### src/inc/timer8_map.vh
// Constants for the 8-bit timer waveform block: mode codes, action codes,
// AHB-Lite register offsets, field positions and reset values.
`ifndef TIMER8_MAP_VH
`define TIMER8_MAP_VH
`define MODE_NORMAL      3'h0
`define MODE_PHASE_FF    3'h1
`define MODE_CLEAR_MATCH 3'h2
`define MODE_FAST_FF     3'h3
`define MODE_PHASE_CMP   3'h5
`define MODE_FAST_CMP    3'h7
`define ACT_OFF          2'h0
`define ACT_TOGGLE       2'h1
`define ACT_CLEAR        2'h2
`define ACT_SET          2'h3
`define ADDR_CONTROL     8'h00
`define ADDR_COUNTER     8'h04
`define ADDR_CMP_A       8'h08
`define ADDR_CMP_B       8'h0C
`define ADDR_FLAGS       8'h10
`define CTL_MODE_LSB     0
`define CTL_ACT_B_LSB    4
`define CTL_ACT_A_LSB    6
`define FLG_OVF          0
`define FLG_CMP_A        1
`define FLG_CMP_B        2
`define CNT_MAX          8'hFF
`define CNT_BOTTOM       8'h00
`define RESET_BYTE       8'h00
`endif

### src/logic/timer8_waveform_modes.v
// 8-bit timer/counter with normal, clear-on-match, fast and phase-correct
// PWM modes, two compare outputs and an AHB-Lite register slave.
// Assumes a single AHB-Lite master, a prescaler enable on hclk and that
// the output pins are plain drive-only outputs.
`timescale 1ns/100ps
`include "timer8_map.vh"
module timer8_waveform_modes
(
  input  wire        hclk,
  input  wire        hresetn,
  input  wire        hsel,
  input  wire [31:0] haddr,
  input  wire [1:0]  htrans,
  input  wire        hwrite,
  input  wire [2:0]  hsize,
  input  wire        hready,
  input  wire [31:0] hwdata,
  output wire [31:0] hrdata,
  output wire        hreadyout,
  output wire        hresp,
  input  wire        timer_tick,
  output wire        compare_output_a,
  output wire        compare_output_b,
  output wire        compare_output_a_en,
  output wire        compare_output_b_en
);

  reg  [2:0]  waveform_mode_select_reg;
  reg  [1:0]  compare_action_a_reg;
  reg  [1:0]  compare_action_b_reg;
  reg  [7:0]  counter_value_reg;
  reg  [7:0]  cmp_buf_a_reg;
  reg  [7:0]  cmp_buf_b_reg;
  reg  [7:0]  compare_value_a_reg;
  reg  [7:0]  compare_value_b_reg;
  reg         overflow_flag_reg;
  reg         compare_flag_a_reg;
  reg         compare_flag_b_reg;
  reg         out_a_reg;
  reg         out_b_reg;
  reg         count_down_reg;
  reg         block_match_reg;
  reg         up_seen_a_reg;
  reg         up_seen_b_reg;
  reg         wr_pend_reg;
  reg  [7:0]  wr_addr_reg;
  reg  [31:0] hrdata_reg;

  wire [7:0]  byte_addr;
  wire        bus_take;
  wire        wr_ctl;
  wire        wr_cnt;
  wire        wr_cmp_a;
  wire        wr_cmp_b;
  wire        wr_flg;
  wire [7:0]  wbyte;
  wire        mode_fast;
  wire        mode_phase;
  wire        mode_pwm;
  wire        mode_ctc;
  wire        sym_a;
  wire        sym_b;
  wire [7:0]  top_val;
  wire        at_top;
  wire        at_bottom;
  wire        match_a;
  wire        match_b;

  reg  [7:0]  counter_value_next;
  reg         count_down_next;
  reg         ovf_event;
  reg         cmpa_event;
  reg         cmpb_event;
  reg         out_a_next;
  reg         out_b_next;
  reg         load_buffers;

  // AHB-Lite address phase capture; zero wait states, always OKAY
  assign bus_take  = hsel & hready & htrans[1];
  assign byte_addr = {haddr[7:2], 2'b00};
  assign hreadyout = 1'b1;
  assign hresp     = 1'b0;
  assign hrdata    = hrdata_reg;
  assign wbyte     = hwdata[7:0];
  assign wr_ctl    = wr_pend_reg & (wr_addr_reg == `ADDR_CONTROL);
  assign wr_cnt    = wr_pend_reg & (wr_addr_reg == `ADDR_COUNTER);
  assign wr_cmp_a  = wr_pend_reg & (wr_addr_reg == `ADDR_CMP_A);
  assign wr_cmp_b  = wr_pend_reg & (wr_addr_reg == `ADDR_CMP_B);
  assign wr_flg    = wr_pend_reg & (wr_addr_reg == `ADDR_FLAGS);

  // Mode decode; reserved codes fall back to normal counting
  assign mode_fast  = (waveform_mode_select_reg == `MODE_FAST_FF) |
                      (waveform_mode_select_reg == `MODE_FAST_CMP);
  assign mode_phase = (waveform_mode_select_reg == `MODE_PHASE_FF) |
                      (waveform_mode_select_reg == `MODE_PHASE_CMP);
  assign mode_ctc   = (waveform_mode_select_reg == `MODE_CLEAR_MATCH);
  assign mode_pwm   = mode_fast | mode_phase;
  assign top_val    = waveform_mode_select_reg[2] ? compare_value_a_reg
                                                  : `CNT_MAX;
  assign at_top     = (counter_value_reg == top_val);
  assign at_bottom  = (counter_value_reg == `CNT_BOTTOM);
  assign match_a    = (counter_value_reg == compare_value_a_reg) &
                      ~block_match_reg;
  assign match_b    = (counter_value_reg == compare_value_b_reg) &
                      ~block_match_reg;

  // Bottom turn with no up-slope match since the last one; a compare
  // value equal to top never matches on the way up, so it is left alone
  assign sym_a = at_bottom & count_down_reg & ~up_seen_a_reg &
                 (compare_value_a_reg != top_val);
  assign sym_b = at_bottom & count_down_reg & ~up_seen_b_reg &
                 (compare_value_b_reg != top_val);

  // Output enables: any nonzero, non-reserved action connects the pin
  assign compare_output_a_en = (compare_action_a_reg[1]) |
                               ((compare_action_a_reg == `ACT_TOGGLE) &
                                (~mode_pwm | waveform_mode_select_reg[2]));
  assign compare_output_b_en = compare_action_b_reg[1] |
                               ((compare_action_b_reg == `ACT_TOGGLE) &
                                ~mode_pwm);
  assign compare_output_a = out_a_reg;
  assign compare_output_b = out_b_reg;

  // Counter sequencing by mode and compare A, action bits never enter here
  always @*
  begin
    counter_value_next = counter_value_reg;
    count_down_next    = count_down_reg;
    ovf_event          = 1'b0;
    load_buffers       = 1'b0;
    if (mode_fast)
    begin
      if (at_top)
      begin
        counter_value_next = `CNT_BOTTOM;
        ovf_event          = 1'b1;
        load_buffers       = 1'b1;
      end
      else
        counter_value_next = counter_value_reg + 8'h01;
    end
    else if (mode_phase)
    begin
      if (at_top & ~count_down_reg)
      begin
        count_down_next    = 1'b1;
        load_buffers       = 1'b1;
        counter_value_next = counter_value_reg - 8'h01;
      end
      else if (at_bottom & count_down_reg)
      begin
        count_down_next    = 1'b0;
        counter_value_next = counter_value_reg + 8'h01;
      end
      else if (count_down_reg)
        counter_value_next = counter_value_reg - 8'h01;
      else
        counter_value_next = counter_value_reg + 8'h01;
      if (counter_value_next == `CNT_BOTTOM)
        ovf_event = 1'b1;
    end
    else if (mode_ctc & match_a)
    begin
      counter_value_next = `CNT_BOTTOM;
      ovf_event          = (counter_value_reg == `CNT_MAX);
    end
    else
    begin
      counter_value_next = counter_value_reg + 8'h01;
      if (counter_value_reg == `CNT_MAX)
        ovf_event = 1'b1;
    end
    cmpa_event = match_a;
    cmpb_event = match_b;
  end

  // Waveform generation for both outputs
  always @*
  begin
    out_a_next = out_a_reg;
    out_b_next = out_b_reg;
    if (mode_fast)
    begin
      if (at_top & compare_action_a_reg[1])
        out_a_next = ~compare_action_a_reg[0];
      else if (match_a & compare_action_a_reg[1])
        out_a_next = compare_action_a_reg[0];
      else if (match_a & (compare_action_a_reg == `ACT_TOGGLE) &
               waveform_mode_select_reg[2])
        out_a_next = ~out_a_reg;
      if (at_top & compare_action_b_reg[1])
        out_b_next = ~compare_action_b_reg[0];
      else if (match_b & compare_action_b_reg[1])
        out_b_next = compare_action_b_reg[0];
    end
    else if (mode_phase)
    begin
      // A match takes the level of the slope that follows it: at top it
      // acts as a down match, at bottom as an up match
      if (compare_action_a_reg[1])
      begin
        if (match_a)
          out_a_next = compare_action_a_reg[0] ^ count_down_next;
        else if (sym_a)
          out_a_next = compare_action_a_reg[0];
      end
      else if (match_a & (compare_action_a_reg == `ACT_TOGGLE) &
               waveform_mode_select_reg[2])
        out_a_next = ~out_a_reg;
      if (compare_action_b_reg[1])
      begin
        if (match_b)
          out_b_next = compare_action_b_reg[0] ^ count_down_next;
        else if (sym_b)
          out_b_next = compare_action_b_reg[0];
      end
    end
    else
    begin
      case (compare_action_a_reg)
        `ACT_TOGGLE: if (match_a) out_a_next = ~out_a_reg;
        `ACT_CLEAR:  if (match_a) out_a_next = 1'b0;
        `ACT_SET:    if (match_a) out_a_next = 1'b1;
        default:     out_a_next = out_a_reg;
      endcase
      case (compare_action_b_reg)
        `ACT_TOGGLE: if (match_b) out_b_next = ~out_b_reg;
        `ACT_CLEAR:  if (match_b) out_b_next = 1'b0;
        `ACT_SET:    if (match_b) out_b_next = 1'b1;
        default:     out_b_next = out_b_reg;
      endcase
    end
  end

  // Bus data phase, register state and timer stepping
  always @(posedge hclk or negedge hresetn)
  begin
    if (!hresetn)
    begin
      wr_pend_reg              <= 1'b0;
      wr_addr_reg              <= 8'h00;
      hrdata_reg               <= 32'h00000000;
      waveform_mode_select_reg <= 3'h0;
      compare_action_a_reg     <= 2'h0;
      compare_action_b_reg     <= 2'h0;
      counter_value_reg        <= `RESET_BYTE;
      cmp_buf_a_reg            <= `RESET_BYTE;
      cmp_buf_b_reg            <= `RESET_BYTE;
      compare_value_a_reg      <= `RESET_BYTE;
      compare_value_b_reg      <= `RESET_BYTE;
      overflow_flag_reg        <= 1'b0;
      compare_flag_a_reg       <= 1'b0;
      compare_flag_b_reg       <= 1'b0;
      out_a_reg                <= 1'b0;
      out_b_reg                <= 1'b0;
      count_down_reg           <= 1'b0;
      block_match_reg          <= 1'b0;
      up_seen_a_reg            <= 1'b0;
      up_seen_b_reg            <= 1'b0;
    end
    else
    begin
      wr_pend_reg <= bus_take & hwrite;
      wr_addr_reg <= byte_addr;
      if (bus_take & ~hwrite)
      begin
        case (byte_addr)
          `ADDR_CONTROL: hrdata_reg <= {24'h000000, compare_action_a_reg,
                                        compare_action_b_reg, 1'b0,
                                        waveform_mode_select_reg};
          `ADDR_COUNTER: hrdata_reg <= {24'h000000, counter_value_reg};
          `ADDR_CMP_A:   hrdata_reg <= {24'h000000, cmp_buf_a_reg};
          `ADDR_CMP_B:   hrdata_reg <= {24'h000000, cmp_buf_b_reg};
          `ADDR_FLAGS:   hrdata_reg <= {29'h00000000, compare_flag_b_reg,
                                        compare_flag_a_reg, overflow_flag_reg};
          default:       hrdata_reg <= 32'h00000000;
        endcase
      end
      if (wr_ctl)
      begin
        waveform_mode_select_reg <= wbyte[`CTL_MODE_LSB+2:`CTL_MODE_LSB];
        compare_action_b_reg     <= wbyte[`CTL_ACT_B_LSB+1:`CTL_ACT_B_LSB];
        compare_action_a_reg     <= wbyte[`CTL_ACT_A_LSB+1:`CTL_ACT_A_LSB];
      end
      if (wr_cmp_a)
        cmp_buf_a_reg <= wbyte;
      if (wr_cmp_b)
        cmp_buf_b_reg <= wbyte;
      // Unbuffered outside PWM; PWM loads at top only
      if (~mode_pwm)
      begin
        compare_value_a_reg <= wr_cmp_a ? wbyte : cmp_buf_a_reg;
        compare_value_b_reg <= wr_cmp_b ? wbyte : cmp_buf_b_reg;
      end
      else if (timer_tick & load_buffers)
      begin
        compare_value_a_reg <= cmp_buf_a_reg;
        compare_value_b_reg <= cmp_buf_b_reg;
      end
      if (wr_cnt)
        block_match_reg <= 1'b1;
      else if (timer_tick)
        block_match_reg <= 1'b0;
      if (wr_cnt)
        counter_value_reg <= wbyte;
      else if (timer_tick)
      begin
        counter_value_reg <= counter_value_next;
        count_down_reg    <= mode_phase ? count_down_next : 1'b0;
      end
      // Up-slope match memory for the symmetry fix at bottom
      if (wr_cnt | ~mode_phase)
      begin
        up_seen_a_reg <= 1'b0;
        up_seen_b_reg <= 1'b0;
      end
      else if (timer_tick & at_bottom & count_down_reg)
      begin
        up_seen_a_reg <= 1'b0;
        up_seen_b_reg <= 1'b0;
      end
      else if (timer_tick)
      begin
        up_seen_a_reg <= up_seen_a_reg | (match_a & ~count_down_next);
        up_seen_b_reg <= up_seen_b_reg | (match_b & ~count_down_next);
      end
      if (timer_tick)
      begin
        out_a_reg <= out_a_next;
        out_b_reg <= out_b_next;
      end
      // Flags: set wins over write-one-to-clear
      if (timer_tick & ovf_event)
        overflow_flag_reg <= 1'b1;
      else if (wr_flg & wbyte[`FLG_OVF])
        overflow_flag_reg <= 1'b0;
      if (timer_tick & cmpa_event)
        compare_flag_a_reg <= 1'b1;
      else if (wr_flg & wbyte[`FLG_CMP_A])
        compare_flag_a_reg <= 1'b0;
      if (timer_tick & cmpb_event)
        compare_flag_b_reg <= 1'b1;
      else if (wr_flg & wbyte[`FLG_CMP_B])
        compare_flag_b_reg <= 1'b0;
    end
  end

endmodule // timer8_waveform_modes

### config.mk
export PLATFORM = sky130hd
export DESIGN_NAME = timer8_waveform_modes
export DESIGN_NICKNAME = d
export VERILOG_FILES = /design/src/logic/timer8_waveform_modes.v
export VERILOG_INCLUDE_DIRS = /design/src /design/src/inc
export SDC_FILE = /design/constraint.sdc
export NUM_CORES = 1
export LEC_CHECK = 0
export BUFFER_PORTS_ARGS = -buffer_cell sky130_fd_sc_hd__buf_2
export CAP_MARGIN = 20
export CELL_PAD_IN_SITES_DETAIL_PLACEMENT = 0
export CELL_PAD_IN_SITES_GLOBAL_PLACEMENT = 1
export CORE_ASPECT_RATIO = 1.25
export CORE_UTILIZATION = 45
export CTS_BUF_LIST = sky130_fd_sc_hd__clkbuf_8
export DETAILED_ROUTE_END_ITERATION = 10
export GPL_TIMING_DRIVEN = 0
export PLACE_DENSITY = 0.87
export SETUP_SLACK_MARGIN = 0.02
export SLEW_MARGIN = 25
export SYNTH_ARGS = -nofsm -noshare
export SYNTH_HDL_FRONTEND = slang
export SYNTH_SLANG_ARGS = --single-unit
### constraint.sdc
create_clock -name hclk -period 4.7 [get_ports hclk]
set_input_delay 0.47 -clock hclk [delete_from_list [all_inputs] [get_ports hclk]]
set_output_delay 0.47 -clock hclk [all_outputs]
set_load 0.02 [all_outputs]
==> key figures <==
Outcome
  – Status: complete, no violations

Hold path
  – Hold Path Origin: haddr[6]
  – Path class of the lowest-slack min-delay path: input port to register

Power and ir drop
  – Leak: 2.423 nW
  – VDD IR max: 0.3179 mV
  – Switching component of the power: 0.9633 mW
  – Power after layout: 2.470 mW
  – Internal portion of total power: 1.506 mW
  – Power density cells: 450.6 nW/µm²
  – Clock Power Share: 25.9%
  – Switching share of power: 39.01%
  – Register share of total power: 35.4%
  – Comb pwr share: 38.6%

Clock tree
  – Setup repair bufs after CTS: 0
  – Clock Path Buffers: 2
  – CTS tree: done
  – Number of sinks on the clock net: 71
  – Clock transition at the registers of the reported paths: 0.08 ns
  – Root Buffer Master: sky130_fd_sc_hd__clkbuf_8
  – Maximum level of the CTS H-tree: 3
  – Clock latency reported for the late side of the worst-skew pair: 0.36 ns
  – Number of clock buffers inserted by TritonCTS: 9

Route
  – Remaining antenna violation count after routing: 0
  – Vias per cell: 5.975
  – Total detailed-routing wirelength: 14,260 µm
  – Drt first pass iters: 8
  – Detailed Route Iter0 Violations: 342
  – # DRC: 0
  – Total number of vias: 4,314
  – WL/cell: 19.75 µm

Setup path
  – Startpoint of the worst setup timing path: counter_value_reg[6]$_DFFE_PN0P_
  – Crit path required time: 4.92 ns
  – Critical Setup Path Class: register to register
  – Startpoint types: register
  – Category of the worst setup path capture point: register
  – Launch instance of the worst register-to-register path: counter_value_reg[6]$_DFFE_PN0P_
  – Maximum fanout along the worst path: 10
  – Data arrival, critical path: 3.46 ns
  – Setup slack of the most critical reg-to-reg path: 1.45 ns

Finish
  – Final instance count without filler cells: 722
  – Most common library cell in the layout ignoring fill and taps: sky130_fd_sc_hd__dfrtp_1
  – Relative area change from synthesis to final layout: 15.17%
  – Fraction of layout cells with a size suffix above 1: 20.40%
  – Antenna diode instance count: 0
  – Highest-count cells in the layout ignoring fill and taps: 71 x sky130_fd_sc_hd__dfrtp_1, 50 x sky130_fd_sc_hd__nand2_1, 37 x sky130_fd_sc_hd__buf_2, 35 x sky130_fd_sc_hd__nor2_1, 34 x sky130_fd_sc_hd__a21oi_1
  – Net count of the finished layout: 666

Timing
  – Final max-slew violation count: 0
  – Final total negative setup slack: 0 ns
  – Max Clock Freq: 0.3080 GHz
  – Final worst path period need: 3.247 ns
  – Share of the clock period used by the worst path: 69.09%
  – RSZ-0062 raised after global routing: false
  – Final hold viol count: 0
  – Worst-Margin Slew: 0.8454 ns
  – Total setup violations reported at the end of the flow: 0
  – Worst slew slack as a fraction of its limit: 43.12%
  – Final clock skew: 0.008108 ns
  – Worst Hold Slack: 0.2372 ns

Global routing
  – Global-route wire length before repair: 21,760 µm
  – Maximum number of pins on one net before global-route repair: 55
  – Vias in the first global route: 3,936
  – Remaining Overflow, GRT: 0
  – Number of antenna violations at the first check in global routing: 0
  – Total Routing Usage GR: 26.86%

Floorplanning
  – Die ar.: 10,990 µm²
  – Starting density of the core: 46.61%
  – Placeable core region: 10,210 µm²
  – Top Ports: 113
  – Die Wd: 93.98 µm
  – Chip Height: 117.0 µm
  – Number of placement rows: 41

Place
  – Weighted congestion at the end of routability-driven global placement: 0.9362
  – Cell Count Post-Placement: 705
  – Port Buffer Count: 32
  – Placed wire-length estimate: 10,550 µm

Logic synthesis
  – Most area-consuming cells after synthesis: sky130_fd_sc_hd__dfrtp_1 37%, sky130_fd_sc_hd__mux2i_1 5.7%, sky130_fd_sc_hd__mux2_2 5.4%, sky130_fd_sc_hd__buf_4 4.3%, sky130_fd_sc_hd__nand2_1 3.9%
  – Yosys synthesis warning count: 0
  – Post-synthesis instance area: 4758 µm²
  – FF+latch count, synth: 71
  – Synth Area per Inst: 9.168 µm²
  – Proportion of synthesized flip-flops having asynchronous set or reset: 100.0%
  – Number of enable flip-flop cells after synthesis: 0
  – Area share of the largest cell type after synthesis: 37.34%
  – Primary flip-flop cell chosen by synthesis mapping: sky130_fd_sc_hd__dfrtp_1
  – Cell taking the most area after synthesis: sky130_fd_sc_hd__dfrtp_1
  – Count of distinct cell types in the synthesized netlist: 71
  – Mapped Cells: 519
  – Post-synthesis sequential area ratio: 37.34%

Flow run
  – Max-cap violations: 0
-- final timing paths --
check                                                          end  depth (start not counted)
worst max-delay path            compare_value_a_reg[4]$_DFFE_PN0P_                         10
worst min-delay path                      wr_addr_reg[6]$_DFF_PN0_                          1
max in group asynchronous             compare_output_a$_DFFE_PN0P_                          3
worst min register to register               hrdata[1]$_DFFE_PN0P_                          2
worst max register to register  compare_value_a_reg[4]$_DFFE_PN0P_                         10
min in group asynchronous         counter_value_reg[6]$_DFFE_PN0P_                          2
-- per-stage QoR --
step,instance area (µm²),worst slack [ns],util (%)
after floorplan,4848,2.017,-
after global placement,5170,1.613,50.64
after detailed placement,5200,1.516,50.94
after CTS,5474,1.498,53.62
after global routing,5480,1.259,53.68
final,5480,1.453,53.68
-- cell type report --
class	count	area [µm²]
plain buffers	58	342.8
multi-input cells	397	2671
flip-flops and latches	71	1777
inverters	17	63.81
well taps	129	161.4
clock buffers	12	165.2
repair buffers	34	200.2
fillers	942	4728
clock inverters	4	98.84
-- cells in the mapped netlist (11+ instances only) --
cell and number:
sky130_fd_sc_hd__dfrtp_1 71, sky130_fd_sc_hd__xor2_1 16, sky130_fd_sc_hd__o21ai_0 24, sky130_fd_sc_hd__nand2_1 50, sky130_fd_sc_hd__nor2_1 35, sky130_fd_sc_hd__mux2i_1 27, sky130_fd_sc_hd__inv_1 16, sky130_fd_sc_hd__xnor2_1 11
sky130_fd_sc_hd__clkbuf_1 22, sky130_fd_sc_hd__a21oi_1 34, sky130_fd_sc_hd__buf_4 27, sky130_fd_sc_hd__mux2_2 23
-- routing by layer --
layer  GRT usage (%)  part of all wire (%)  vias up
met5               0                     0        -
met4           14.05                   3.9        0
met3           2.842                   5.6       36
met2           46.37                    50      196
met1           33.20                    41     2105
li1                -                     -     1977
-- worst max-delay path, stage by stage, from the launching register on --
cell,delay (ns)
sky130_fd_sc_hd__dfrtp_1,0.40
sky130_fd_sc_hd__clkbuf_1,0.51
sky130_fd_sc_hd__nand2_1,0.12
sky130_fd_sc_hd__a21oi_1,0.20
sky130_fd_sc_hd__o32ai_2,0.19
sky130_fd_sc_hd__nor2_2,0.43
sky130_fd_sc_hd__o21ai_1,0.13
sky130_fd_sc_hd__a21oi_2,0.49
sky130_fd_sc_hd__buf_4,0.33
sky130_fd_sc_hd__mux2i_1,0.23
sky130_fd_sc_hd__a21oi_1,0.08
-- logic make-up after synthesis --
kind of cell             count (synthesis)  share of synthesized area (%)
buffers and inverters                   75                          8.546
flip-flops                              71                          37.34
XOR/XNOR                                27                          4.970
AO/OA/AOI/OAI                          123                          17.70
multiplexers                            50                          11.12
adder cells (fa/ha/maj)                  3                         0.7889
other                                    2                         0.1578
AND/OR/NAND/NOR                        168                          19.38
-- power by group through the flow --
| stage | Clock (mW) | Combinational [mW] | Sequential (mW) |
|---|---|---|---|
| finish | 0.640 | 0.954 | 0.875 |
| global route | 0.666 | 1.03 | 0.891 |
| CTS | 0.645 | 0.935 | 0.871 |
| detailed placement | 0 | 0.928 | 0.880 |
| global placement | 0 | 0.902 | 0.879 |
| floorplan | 0 | 0.690 | 0.835 |
-- what timing repair did --
action | in CTS | in global routing
hold buffers | 1 | 0
resized for setup | 0 | 0
hold endpoints to repair | 17 | 0
(Power assumes the default switching activity.)
